$ cat src/logic/tfl_pkg.sv
// Constants and types for the transceiver fault and signal-loss status block
package tfl_pkg;

    // ------------------------------------------------------------
    // Register map
    // ------------------------------------------------------------
    localparam logic [7:0] TFL_CTL_STATUS_OFS = 8'h6e;
    localparam int         TFL_BIT_DIS_STATE  = 7;
    localparam int         TFL_BIT_SOFT_DIS   = 6;
    localparam int         TFL_BIT_TX_FAULT   = 2;
    localparam int         TFL_BIT_SIG_LOST   = 1;
    localparam logic       TFL_SOFT_DIS_RST   = 1'b0;
    localparam logic [7:0] TFL_RDATA_UNMAPPED = 8'h00;

    // ------------------------------------------------------------
    // Host timing (spacing between disable assertions)
    // ------------------------------------------------------------
    localparam int TFL_CLK_MHZ       = 50;
    localparam int TFL_DIS_GAP_MS    = 10;
    localparam int TFL_DIS_GAP_CYC   = TFL_DIS_GAP_MS * 1000 * TFL_CLK_MHZ;

    // ------------------------------------------------------------
    // Control and status byte layout
    // ------------------------------------------------------------
    typedef struct packed {
        logic       dis_state;
        logic       soft_dis;
        logic [2:0] rsvd_hi;
        logic       tx_fault;
        logic       sig_lost;
        logic       rsvd_lo;
    } tfl_ctl_status_s;

endpackage : tfl_pkg

$ cat src/logic/tfl_fault_los.sv
// Laser fault latch, transmit disable and signal-loss status with status byte
//
// Behaviour
// - Laser fault raises fault output, laser off
// - Fault output low normally, high on fault
// - Fault stays latched after cause disappears
// - Only disable pin toggle or power cycle clears; a software disable toggle does not
// - Fault mirrored in status byte bit 2
// - Eye-safety unsafe condition disables transmitter
// - Signal-lost output high when input unusable
// - Signal-lost mirrored in status byte bit 1
// - Disable high turns transmitter off
// - Software disable bit ORed with pin
// - Undriven disable input counts as asserted
`timescale 1ns/1ps

module tfl_fault_los
    import tfl_pkg::*;
(
    // Clock and reset (reset stands for power cycling)
    input  wire logic       clk_sys_in,
    input  wire logic       rst_n_in,
    // Host control pin
    input  wire logic       tx_disable_in,
    input  wire logic       tx_disable_driven_in,
    // Internal monitors
    input  wire logic       laser_fault_in,
    input  wire logic       eye_unsafe_in,
    input  wire logic       rx_unusable_in,
    // Status byte access from the serial interface
    input  wire logic [7:0] reg_addr_in,
    input  wire logic       reg_wr_in,
    input  wire logic [7:0] reg_wdata_in,
    output logic      [7:0] reg_rdata_out,
    // Host status pins (fault pin is open drain)
    output logic            tx_fault_out,
    output logic            tx_fault_oe_out,
    output logic            optical_signal_lost_out,
    // Laser driver
    output logic            laser_enable_out
);

    // ------------------------------------------------------------
    // Effective disable level
    // ------------------------------------------------------------
    logic pin_dis;
    logic any_dis;
    logic soft_dis_ff;
    logic nxt_soft_dis;

    assign pin_dis = tx_disable_in | ~tx_disable_driven_in;
    assign any_dis = pin_dis | soft_dis_ff;

    function automatic logic hits_ctl(input logic [7:0] addr);
        hits_ctl = (addr == TFL_CTL_STATUS_OFS);
    endfunction : hits_ctl

    assign nxt_soft_dis = (reg_wr_in && hits_ctl(reg_addr_in)) ?
                          reg_wdata_in[TFL_BIT_SOFT_DIS] : soft_dis_ff;

    always_ff @(posedge clk_sys_in or negedge rst_n_in) begin
        if (!rst_n_in) begin
            soft_dis_ff <= TFL_SOFT_DIS_RST;
        end else begin
            soft_dis_ff <= nxt_soft_dis;
        end
    end

    // ------------------------------------------------------------
    // Fault latch and clearing toggle
    // ------------------------------------------------------------
    logic fault_ff;
    logic nxt_fault;
    logic seen_high_ff;
    logic nxt_seen_high;
    logic release_evt;
    logic fault_cause;

    assign fault_cause = laser_fault_in | eye_unsafe_in;
    assign release_evt = seen_high_ff & ~pin_dis;
    // Set wins over the release so a persisting fault stays latched
    assign nxt_fault     = fault_cause | (fault_ff & ~release_evt);
    assign nxt_seen_high = fault_ff & (pin_dis | (seen_high_ff & ~release_evt));

    always_ff @(posedge clk_sys_in or negedge rst_n_in) begin
        if (!rst_n_in) begin
            fault_ff <= 1'b0;
        end else begin
            fault_ff <= nxt_fault;
        end
    end

    always_ff @(posedge clk_sys_in or negedge rst_n_in) begin
        if (!rst_n_in) begin
            seen_high_ff <= 1'b0;
        end else begin
            seen_high_ff <= nxt_seen_high;
        end
    end

    // ------------------------------------------------------------
    // Laser enable and status pins
    // ------------------------------------------------------------
    logic laser_en_ff;
    logic los_ff;

    always_ff @(posedge clk_sys_in or negedge rst_n_in) begin
        if (!rst_n_in) begin
            laser_en_ff <= 1'b0;
        end else begin
            laser_en_ff <= ~(nxt_fault | eye_unsafe_in | pin_dis | nxt_soft_dis);
        end
    end

    always_ff @(posedge clk_sys_in or negedge rst_n_in) begin
        if (!rst_n_in) begin
            los_ff <= 1'b0;
        end else begin
            los_ff <= rx_unusable_in;
        end
    end

    assign laser_enable_out        = laser_en_ff;
    assign tx_fault_out            = 1'b0;
    // Drive low while healthy, release to the pull-up on fault
    assign tx_fault_oe_out         = ~fault_ff;
    assign optical_signal_lost_out = los_ff;

    // ------------------------------------------------------------
    // Status byte read
    // ------------------------------------------------------------
    tfl_ctl_status_s status;
    logic [7:0]      rdata_ff;

    always_comb begin
        status           = '0;
        status.dis_state = any_dis;
        status.soft_dis  = soft_dis_ff;
        status.tx_fault  = fault_ff;
        status.sig_lost  = los_ff;
    end

    always_ff @(posedge clk_sys_in or negedge rst_n_in) begin
        if (!rst_n_in) begin
            rdata_ff <= TFL_RDATA_UNMAPPED;
        end else if (hits_ctl(reg_addr_in)) begin
            rdata_ff <= status;
        end else begin
            rdata_ff <= TFL_RDATA_UNMAPPED;
        end
    end

    assign reg_rdata_out = rdata_ff;
endmodule : tfl_fault_los

$ cat config.mk
export PLATFORM = sky130hd
export DESIGN_NAME = tfl_fault_los
export DESIGN_NICKNAME = d
export VERILOG_FILES = /design/src/logic/tfl_pkg.sv /design/src/logic/tfl_fault_los.sv
export SDC_FILE = /design/constraint.sdc
export NUM_CORES = 1
export LEC_CHECK = 0
export ABC_AREA = 1
export BUFFER_PORTS_ARGS = -buffer_cell sky130_fd_sc_hd__clkbuf_2
export CAP_MARGIN = 20
export CORE_AREA = 10 10 47 49
export CTS_CLUSTER_DIAMETER = 80
export DETAILED_ROUTE_END_ITERATION = 10
export DIE_AREA = 0 0 57 59
export GPL_TIMING_DRIVEN = 0
export MAX_ROUTING_LAYER = met4
export PLACE_DENSITY = 0.77
export SKIP_LAST_GASP = 1
export SLEW_MARGIN = 20
export SYNTH_ARGS = -nofsm -noshare
export SYNTH_HDL_FRONTEND = slang
export SYNTH_SLANG_ARGS = --single-unit
$ cat constraint.sdc
create_clock -name clk_sys_in -period 1.6 [get_ports clk_sys_in]
set_clock_uncertainty 0.15 [all_clocks]
set_input_delay 0.16 -clock clk_sys_in [delete_from_list [all_inputs] [get_ports clk_sys_in]]
set_output_delay 0.16 -clock clk_sys_in [all_outputs]
set_load 0.02 [all_outputs]
Word-level counts from Yosys, hierarchy flattened --
Cells that the tools add are included.
Operators by class: reductions and logical operators 1, bitwise operators 17, muxes and demuxes 2, equality and inequality tests 1
Operator list (number):
- equality test 8 x 7 -> 1 bit, second input constant | 1
- 2-to-1 mux 8 bit | 1
- OR 1 bit | 8
- NOT 1 bit | 5
- bitwise AND 1 bit | 4
- logical AND 1 bit | 1
- 2-to-1 mux 1 bit | 1
Word-level totals: bits in registers 13, input bits 24, output and inout port bits 12, word-level logic and storage cells 27

Depth between registers and ports, before layout --
Gate-level depths: netlist of run 1.
word-level depth 11, depth in mapped cells 7, gate-level depth less buffers 7

Worst setup path before layout of run 1 --
OpenSTA, ideal clock, no wires.
kind register to register, from register fault_ff, to register laser_en_ff, in the netlist laser_enable_out, data required time 1.381 ns, arrival 0.849 ns, slack 0.532 ns, period minus slack after synthesis 1.068 ns, stages on the path, launching flop included 6, buffers on the path 0, library setup time 0.069 ns, cells stage by stage dfrtp_1 > inv_2 > nor2_1 > nor3_1 > nand2_1 > nor2_2
Between the ends: cells in the longest elaborated chain, start to end 6
RTL lines:
- from (decl) | line tfl_fault_los.sv:72 | logic fault_ff;
- from (signal assigned) | line tfl_fault_los.sv:89 | fault_ff <= nxt_fault;
- bitwise AND 1 bit | line tfl_fault_los.sv:82 | assign nxt_fault = fault_cause | (fault_ff & ~release_evt);
- OR 1 bit | line tfl_fault_los.sv:82
- OR 1 bit (3 in series) | line tfl_fault_los.sv:111 | laser_en_ff <= ~(nxt_fault | eye_unsafe_in | pin_dis | nxt_soft_dis);
- NOT 1 bit | line tfl_fault_los.sv:111
- to (signal assigned) | line tfl_fault_los.sv:111
- to (decl) | line tfl_fault_los.sv:104 | logic laser_en_ff;
Every way passes these cells.

Worst setup path after layout of run 1 --
from register fault_ff, to output port tx_fault_oe_out
Between the ends: cells in the longest elaborated chain, start to end 1
RTL lines:
- NOT 1 bit | line tfl_fault_los.sv:126 | assign tx_fault_oe_out = ~fault_ff;
- to (decl) | line tfl_fault_los.sv:37 | output logic tx_fault_oe_out,
Every way passes these cells.

==> results by stage, run 1 <==
Outcome:
- The run finished with clean final reports.

Layout:
- From synthesis to final layout, the design area changed by 55.1%.
- The sequential cell area in the final layout is 225 um2.
- Cells fill 43.5% of the core in the end.
- The final net count is 104.
- The post-route netlist has 45.6% of its cells at a drive strength greater than 1.
- In the final layout, the multi-input gates occupy 119 um2.
- The number of antenna cells inserted is 0.
- The filler cell count is 160.

Logic synthesis:
- By count the netlist is led by dfrtp_1, nand2_1, inv_1, nor2_1, buf_4.
- Of the post-synthesis cell area, the part taken by muxes is 0%.
- Counting flops with an async set or reset pin after synthesis yields a share of 100%.
- The synthesized area is 393 um2.
- The number of different library cells used by synthesis comes to 14.
- The count of flip-flops with a built-in enable after synthesis is 0.
- The most frequent cell after synthesis is dfrtp_1.
- The dominant combinational cell family by area after synthesis is simple AND/OR/NAND/NOR gates.
- In the synthesized netlist, the number of instances is 44.
- After synthesis the netlist holds a flip-flop and latch count of 9.
- The post-synthesis share of cell area spent on full adders, half adders and majority gates is 0%.
- The most used flip-flop cell after synthesis is dfrtp_1.
- For this run, the number of Yosys warnings is 0.
- The top-area cell type share of the netlist area is 57.3%.
- After Yosys synthesis, XOR and XNOR cells account for 0% of the synthesized area.
- By area the synthesized netlist is led by dfrtp_1, buf_4, nand2_1, inv_1, nor2_1.
- The sequential cell area fraction in the yosys report is 57.3%.
- The library cell with the largest summed area after synthesis is dfrtp_1.
- The post-synthesis compound-gate area fraction is 2.55%.
- The average footprint of a synthesized cell is 8.93 um2.
- The simple-gate portion of the synthesized area is 22.9%.

Power and ir drop:
- Net switching is 23.9% of the power.
- The analysis attributes to cell leakage a power of 0.361 nW.
- Internal power comes to 0.365 mW.
- The worst-case vdd ir drop is 258 uV.
- The share of power burned in registers is 49.1%.
- The share of total power dissipated in the clock network is 35.6%.
- The switching component of the power is 0.115 mW.
- Combinational logic burns 15.3% of the power.
- The cell area power density is 787 mW/mm2.

Critical path:
- STA classifies the critical path startpoint as a register.
- The worst path required time is 1.29 ns.
- The maximum single-stage delay on the critical path is 0.37 ns.
- Of all nets on the critical path, the largest fanout is 5.
- The signal on the critical path passes through inv_2 > clkbuf_2.
- The setup path with the least slack is of type reg2out.
- Broken down by cell family, the worst path's largest delay share belongs to flip-flops.
- Counting both buffers and inverters, the worst setup path holds a total of 2.
- On the critical path, the stage with the largest delay is an instance of dfrtp_1.
- Data on the critical path arrives at its endpoint at 0.88 ns.
- STA classifies the critical path endpoint as an output port.

STA:
- The final setup violation count is 0.
- Timing would allow up to 0.838 GHz.
- In the final timing run, aggregate negative setup slack is 0 ns.
- Of the available clock period, the critical path in the final layout requires 74.6%.
- After layout, the minimum clock period comes to 1.19 ns.
- The final worst-path setup slack is 0.407 ns.
- The final count of pins violating max slew is 0.
- Setup repair after global routing left no endpoint under its margin.
- The count of endpoints failing hold in the final timing report is 0.

CTS:
- The CTS tree is done.
- The total clock buffers created by CTS is 3.
- The depth of the CTS H-tree is 1.
- The buffers inserted during post-CTS setup optimization is 0.
- The count of cells resized by post-cts repair is 0.
- The maximum count of clock buffers along a single path is 2.
- After clock tree synthesis, the clock-pin slew on the worst setup and hold paths is 0.06 ns.
- CTS saw 9 sinks.
- The cell at the root of the clock tree is clkbuf_4.
- The hold buffer count at cts is 4.
- For the worst-skew pair, the clock arrives at the later sink with an insertion delay of 0.26 ns.

Detailed routing:
- Once detail routing completed, the nets flagged for antenna violations numbered 0.
- The wire length per cell after detailed routing is 9.95 um.
- The length of the first detailed-routing pass in iterations is 1.
- The DRC violation count after routing is 0.
- The total number of vias is 370.
- The post-detailed-route via-to-cell ratio is 3.89.
- In this run, the number of DRC markers left after iteration 0 of detailed routing was 0.
- The detailed-route wire length is 945 um.

Job:
- The count of maximum capacitance violations is 0.

Place:
- After legalization and detailed placement, the total HPWL measured 842 um.
- The count of buffers added on input and output ports is 23.
- The final weighted congestion of routability-driven global placement is 0.603.
- The worst slack after detailed placement is 0.483 ns.

Floorplanning:
- The overall die height is 59 um.
- The core outline area is 0.00140 mm2.
- For this design the top-level I/O count stands at 36.
- Once the floorplan was initialized, standard cells occupied 28.0% of the core.
- In this run the horizontal extent of the chip is 57 um.
- The die covers 0.00336 mm2.
- Row generation in the floorplan step produced 14 rows.

Global route:
- The number of global-route vias before repair is 418.
- The total congestion overflow after global routing is 0.
- The global-route usage over all layers is 6.69%.
- The number of antenna violations at the first check in global routing was 0.
- The first global-routing pass estimated 1660 um of wire.
- Entering global routing, the biggest net connects 10 pins.

Hold path:
- The path type of the worst min-delay path is in2reg.
## per-layer routing
metal,wire (um),part of all wire [%],up-vias,track usage (%)
li1,-,-,192,-
met1,340,36,152,4.77
met2,440,47,23,11.6
met3,133,14,3,4.29
met4,31,3.3,0,5.03
met5,0,0,-,-
## area by class of cell
type | instances | share of cell area (%)
tap | 16 | 3.29
sequential | 9 | 37.0
timing repair buffer | 27 | 25.5
multi-input combinational | 27 | 19.5
clock buffer | 4 | 4.31
inverter | 7 | 4.31
buffer | 5 | 6.16
## kinds of logic after synthesis
kind of cell	Yosys count
DFF	9
and+or+nand+nor	20
buffers and inverters	12
other	1
AOI/OAI and AO/OA	2
## registers in the layout, summed over array words and instances, names as in the netlist
name / flops
laser_enable_out: 1
fault_ff: 1
optical_signal_lost_out: 1
soft_dis_ff: 1
seen_high_ff: 1
reg_rdata_out: 4
## cell usage in the layout (no fill, tap or decap)
| master | n |
|---|---|
| nand2_2 | 1 |
| nor2_2 | 3 |
| conb_1 | 5 |
| inv_2 | 1 |
| a21oi_1 | 1 |
| clkbuf_2 | 23 |
| dfrtp_1 | 9 |
| buf_4 | 5 |
| o21ai_0 | 1 |
| inv_1 | 6 |
| nand2_1 | 7 |
| clkbuf_1 | 1 |
| nor2_1 | 6 |
| nand4_1 | 1 |
| dlygate4sd3_1 | 4 |
| nand3_1 | 1 |
| clkbuf_4 | 3 |
| nor3_1 | 1 |
## worst register-to-register path: stages (launching register included)
cell,delay (ns)
dfrtp_1,0.37
inv_2,0.08
nor2_1,0.04
nor3_1,0.19
nand2_1,0.10
nor2_2,0.11
## through the flow
stage | cells | cell area (um2) | total power [mW] | hold WS (ns)
5_1_grt | 95 | 609 | 0.513 | 0.0409
2_1_floorplan | 48 | 408 | 0.277 | -0.286
3_5_place_dp | 87 | 543 | 0.306 | -0.125
6_report | 95 | 609 | 0.479 | 0.0184
3_3_place_gp | 87 | 543 | 0.304 | -0.134
4_1_cts | 95 | 609 | 0.491 | 0.0140
## path summary, 6_finish.rpt
| path | slack, ns | depth (start not counted) | to | from |
|---|---|---|---|---|
| min in group asynchronous | 0.13 | 2 | reg_rdata_out[2] | rst_n_in |
| min reg2reg | 0.34 | 2 | reg_rdata_out[1] | optical_signal_lost_out |
| max | 0.41 | 2 | tx_fault_oe_out | fault_ff |
| max in group asynchronous | 0.98 | 2 | soft_dis_ff | rst_n_in |
| max reg2reg | 0.49 | 5 | laser_enable_out | fault_ff |
| min | 0.02 | 3 | seen_high_ff | tx_disable_in |
## power by group through the flow
stage	clock [mW]	sequential, mW	combinational [mW]
after detailed placement	0	0.240	0.0662
final	0.171	0.236	0.0731
after CTS	0.182	0.236	0.0739
after global routing	0.194	0.236	0.0829
after global placement	0	0.239	0.0645
after floorplan	0	0.242	0.0352
Power figures use the tool's default switching activity.
==> run 2, diff against run 1 <==
--- a/config.mk
+++ b/config.mk
@@ -8,13 +8,13 @@
 export ABC_AREA = 1
 export BUFFER_PORTS_ARGS = -buffer_cell sky130_fd_sc_hd__clkbuf_2
 export CAP_MARGIN = 20
-export CORE_AREA = 10 10 47 49
+export CORE_MARGIN = 10
+export CORE_UTILIZATION = 30
 export CTS_CLUSTER_DIAMETER = 80
 export DETAILED_ROUTE_END_ITERATION = 10
-export DIE_AREA = 0 0 57 59
 export GPL_TIMING_DRIVEN = 0
 export MAX_ROUTING_LAYER = met4
-export PLACE_DENSITY = 0.77
+export PLACE_DENSITY = 0.81
 export SKIP_LAST_GASP = 1
 export SLEW_MARGIN = 20
 export SYNTH_ARGS = -nofsm -noshare
==> constraint.sdc (replaced) <==
create_clock -name clk_sys_in -period 1.05 [get_ports clk_sys_in]
set_clock_uncertainty 0.15 [all_clocks]
set_input_delay 0.105 -clock clk_sys_in [delete_from_list [all_inputs] [get_ports clk_sys_in]]
set_output_delay 0.105 -clock clk_sys_in [all_outputs]
set_load 0.02 [all_outputs]
==> run 2 against run 1 <==
The run now ends with hold timing, setup timing left. Cell area up 14%. First-iteration DRC count is 3 higher. Hold slack got worse by 0.093 ns. Total power grew 55%. Critical endpoint unchanged.
==> results by stage, run 2 (synthesized netlist as in run 1, its figures left out) <==
Detailed routing:
- The post-detailed-route via-to-cell ratio is 4.07 (was 3.89).
- The first-iteration detailed-routing DRC count came to 3 (was 0).
- The number of antenna-violating nets in the routed design is 0 (unchanged).
- The total number of vias is 395 (was 370).
- The wire length per cell after detailed routing is 11.1 um (was 9.95 um).
- The detailed-route wire length came to 1080 um (was 945 um).
- The length of the first detailed-routing pass in iterations is 4 (was 1).
- The DRC violation count after routing was 0 (unchanged).

STA:
- The final-layout worst hold slack is -0.0743 ns (was 0.0184 ns).
- The final setup violation count was 2 (was 0).
- The setup TNS is -0.0166 ns (was 0 ns).
- Unrepaired setup endpoints after global routing: true (was false).
- The count of endpoints failing hold in the final timing report is 2 (was 0).
- For this run, the top clock speed supported by timing is 0.938 GHz.
- The final worst-path setup slack is -0.0157 ns (was 0.407 ns).
- The final cycle utilization of the critical path is 101%.
- The final count of pins violating max slew was 0 (unchanged).
- After layout, the minimum clock period comes to 1.07 ns.

Global route:
- The number of antenna violations at the first check in global routing is 0 (unchanged).
- The maximum number of pins on one net before global-route repair was 10 (unchanged).
- The total congestion overflow after global routing is 0 (unchanged).
- The first-pass GRT wire length came to 1840 um (was 1660 um).
- The number of global-route vias before repair came to 418 (unchanged).
- The global-route usage over all layers is 7.42% (was 6.69%).

Layout:
- The most common library cell in the layout ignoring fill and taps is clkbuf_2 (unchanged).
- Commonest cells after routing, fill and taps aside: clkbuf_2, dfrtp_1, buf_4, nand2_1 (was clkbuf_2, dfrtp_1, nand2_1, inv_1, nor2_1).
- The number of flip-flops under the largest register name is 4 (unchanged).
- The filler cell count is 106 (was 160).
- The final net count is 108 (was 104).
- The number of antenna cells inserted is 0 (unchanged).
- The count of placed standard cells in the final layout, fillers left out is 97 (was 95).
- The share of cells above drive strength 1 is 49.4% (was 45.6%).
- The layout-stage area growth over the synthesis result is 76.8% (was 55.1%).

Critical path:
- The critical path endpoint category is an output port (unchanged).
- The largest fanout of any net on the critical path came to 3 (was 5).
- The startpoint of the worst setup timing path is fault_ff (unchanged).
- The internal reg-to-reg setup slack was 0.01 ns (was 0.49 ns).
- The critical path data arrival time is 0.81 ns (was 0.88 ns).
- The cell with the biggest individual delay on the critical path was dfrtp_1 (unchanged).
- The worst path required time is 0.79 ns (was 1.29 ns).
- The startpoint of the most critical register-to-register path was fault_ff (unchanged).
- The nature of the critical path startpoint is a register (unchanged).
- The path depth of the worst reg2reg path was 5 (unchanged).
- The combined buffer and inverter count along the critical path is 2 (unchanged).
- CP Cell Sequence: inv_2 > buf_8 (was inv_2 > clkbuf_2).
- The start-to-end type of the worst setup path is reg2out (unchanged).
- The cell type group with the largest total delay on the critical path was flip-flops (unchanged).
- The capturing point of the worst reg2reg path is laser_enable_out (unchanged).
- The maximum single-stage delay on the critical path is 0.37 ns (about the same).

Floorplanning:
- The total die area is 0.00316 mm2 (was 0.00336 mm2).
- The initial core utilization is 33.5% (was 28.0%).
- The width of the die is 56.2 um (was 57 um).
- The number of top-level pins is 36 (unchanged).
- The overall die height is 56.2 um (was 59 um).
- The core outline area is 0.00117 mm2 (was 0.00140 mm2).
- The row count is 12 (was 14).

CTS:
- The maximum count of clock buffers along a single path is 2 (unchanged).
- The total clock buffers created by CTS is 3 (unchanged).
- The CTS tree is done (unchanged).
- The clock network latency to the later pin of the worst-skew pair is 0.25 ns (was 0.26 ns).
- The cell at the root of the clock tree is clkbuf_4 (unchanged).
- The depth of the CTS H-tree is 1 (unchanged).
- The hold buffer count at cts came to 5 (was 4).
- The clock-pin slew of the registers on the worst-case setup and hold paths is 0.06 ns (about the same).
- The number of clock sinks seen by CTS is 9 (unchanged).

Hold path:
- The destination of the worst hold path is fault_ff (was seen_high_ff).
- The launch instance of the worst min-delay path is laser_fault_in (was tx_disable_in).
- The instance count along the most critical hold path is 3 (unchanged).
- The path type of the worst min-delay path is in2reg (unchanged).

Outcome:
- The final reports fail on hold timing, setup timing.
- Run status: finished, violations left (was complete, no violations).

Power and ir drop:
- The overall power of the completed layout is 0.744 mW (was 0.479 mW).
- The worst-case vdd ir drop is 466 uV (was 258 uV).
- The cell area power density was 1070 mW/mm2 (was 787 mW/mm2).
- The cell leakage power came to 0.395 nW (was 0.361 nW).

Place:
- The number of buffers added on ports is 23 (unchanged).
- The final weighted congestion of routability-driven global placement came to 0.679 (was 0.603).
- The post-DP HPWL is 870 um (was 842 um).
- The number of instances in the placed design is 85 (was 87).

Job:
- The count of maximum capacitance violations is 0 (unchanged).
run 2: metal layers:
metal  up-vias  GRT usage, %  share of wire [%]
met4         0          5.12               0.37
met2        22          11.0                 53
li1        201             -                  -
met1       170          6.98                 35
met5         -             -                  0
met3         2          4.56                 11
run 2: repair_timing:
action,4_1_cts,5_1_grt
cloned,0,0
resized for setup,3,20
setup endpoints to repair,4,10
pin swaps,0,0
hold endpoints to repair,14,2
setup buffers,1,2
run 2: how the worst max path moves through the flow:
| stage | cells after the start | to |
|---|---|---|
| CTS | 2 | tx_fault_oe_out |
| detailed placement | 5 | laser_enable_out |
| global route | 2 | tx_fault_oe_out |
| global placement | 5 | laser_enable_out |
| floorplan | 5 | laser_enable_out |
| finish | 2 | tx_fault_oe_out |
run 2: worst min-delay path, stage by stage:
cell,delay (ns)
clkbuf_2,0.08
nor3_2,0.04
o21ai_0,0.06
run 2: stage by stage:
step / setup slack (ns) / hold slack, ns / cell area, um2 / utilization (%)
global placement: -0.0189 / -0.186 / 541 / 46.2
floorplan: -0.0177 / -0.341 / 408 / -
finish: -0.0157 / -0.0743 / 694 / 59.3
global route: -0.0573 / -0.0703 / 694 / 59.3
CTS: -0.0441 / -0.0877 / 638 / 54.5
detailed placement: -0.0452 / -0.181 / 541 / 46.2
run 2: power breakdown:
group	internal, mW	switching, mW	leakage (nW)	total, mW
Sequential	0.356	0.00420	0.115	0.360
Combinational	0.0687	0.0621	0.265	0.131
Clock	0.146	0.108	0.0150	0.254
run 2: cell type report:
cell class	count	area, um2	share of cell area (%)
multi-input cells	27	126	18.2
repair buffers	31	235	33.9
inverters	7	26.3	3.78
plain buffers	5	37.5	5.41
well taps	14	17.5	2.52
flip-flops and latches	9	225	32.4
clock buffers	4	26.3	3.78
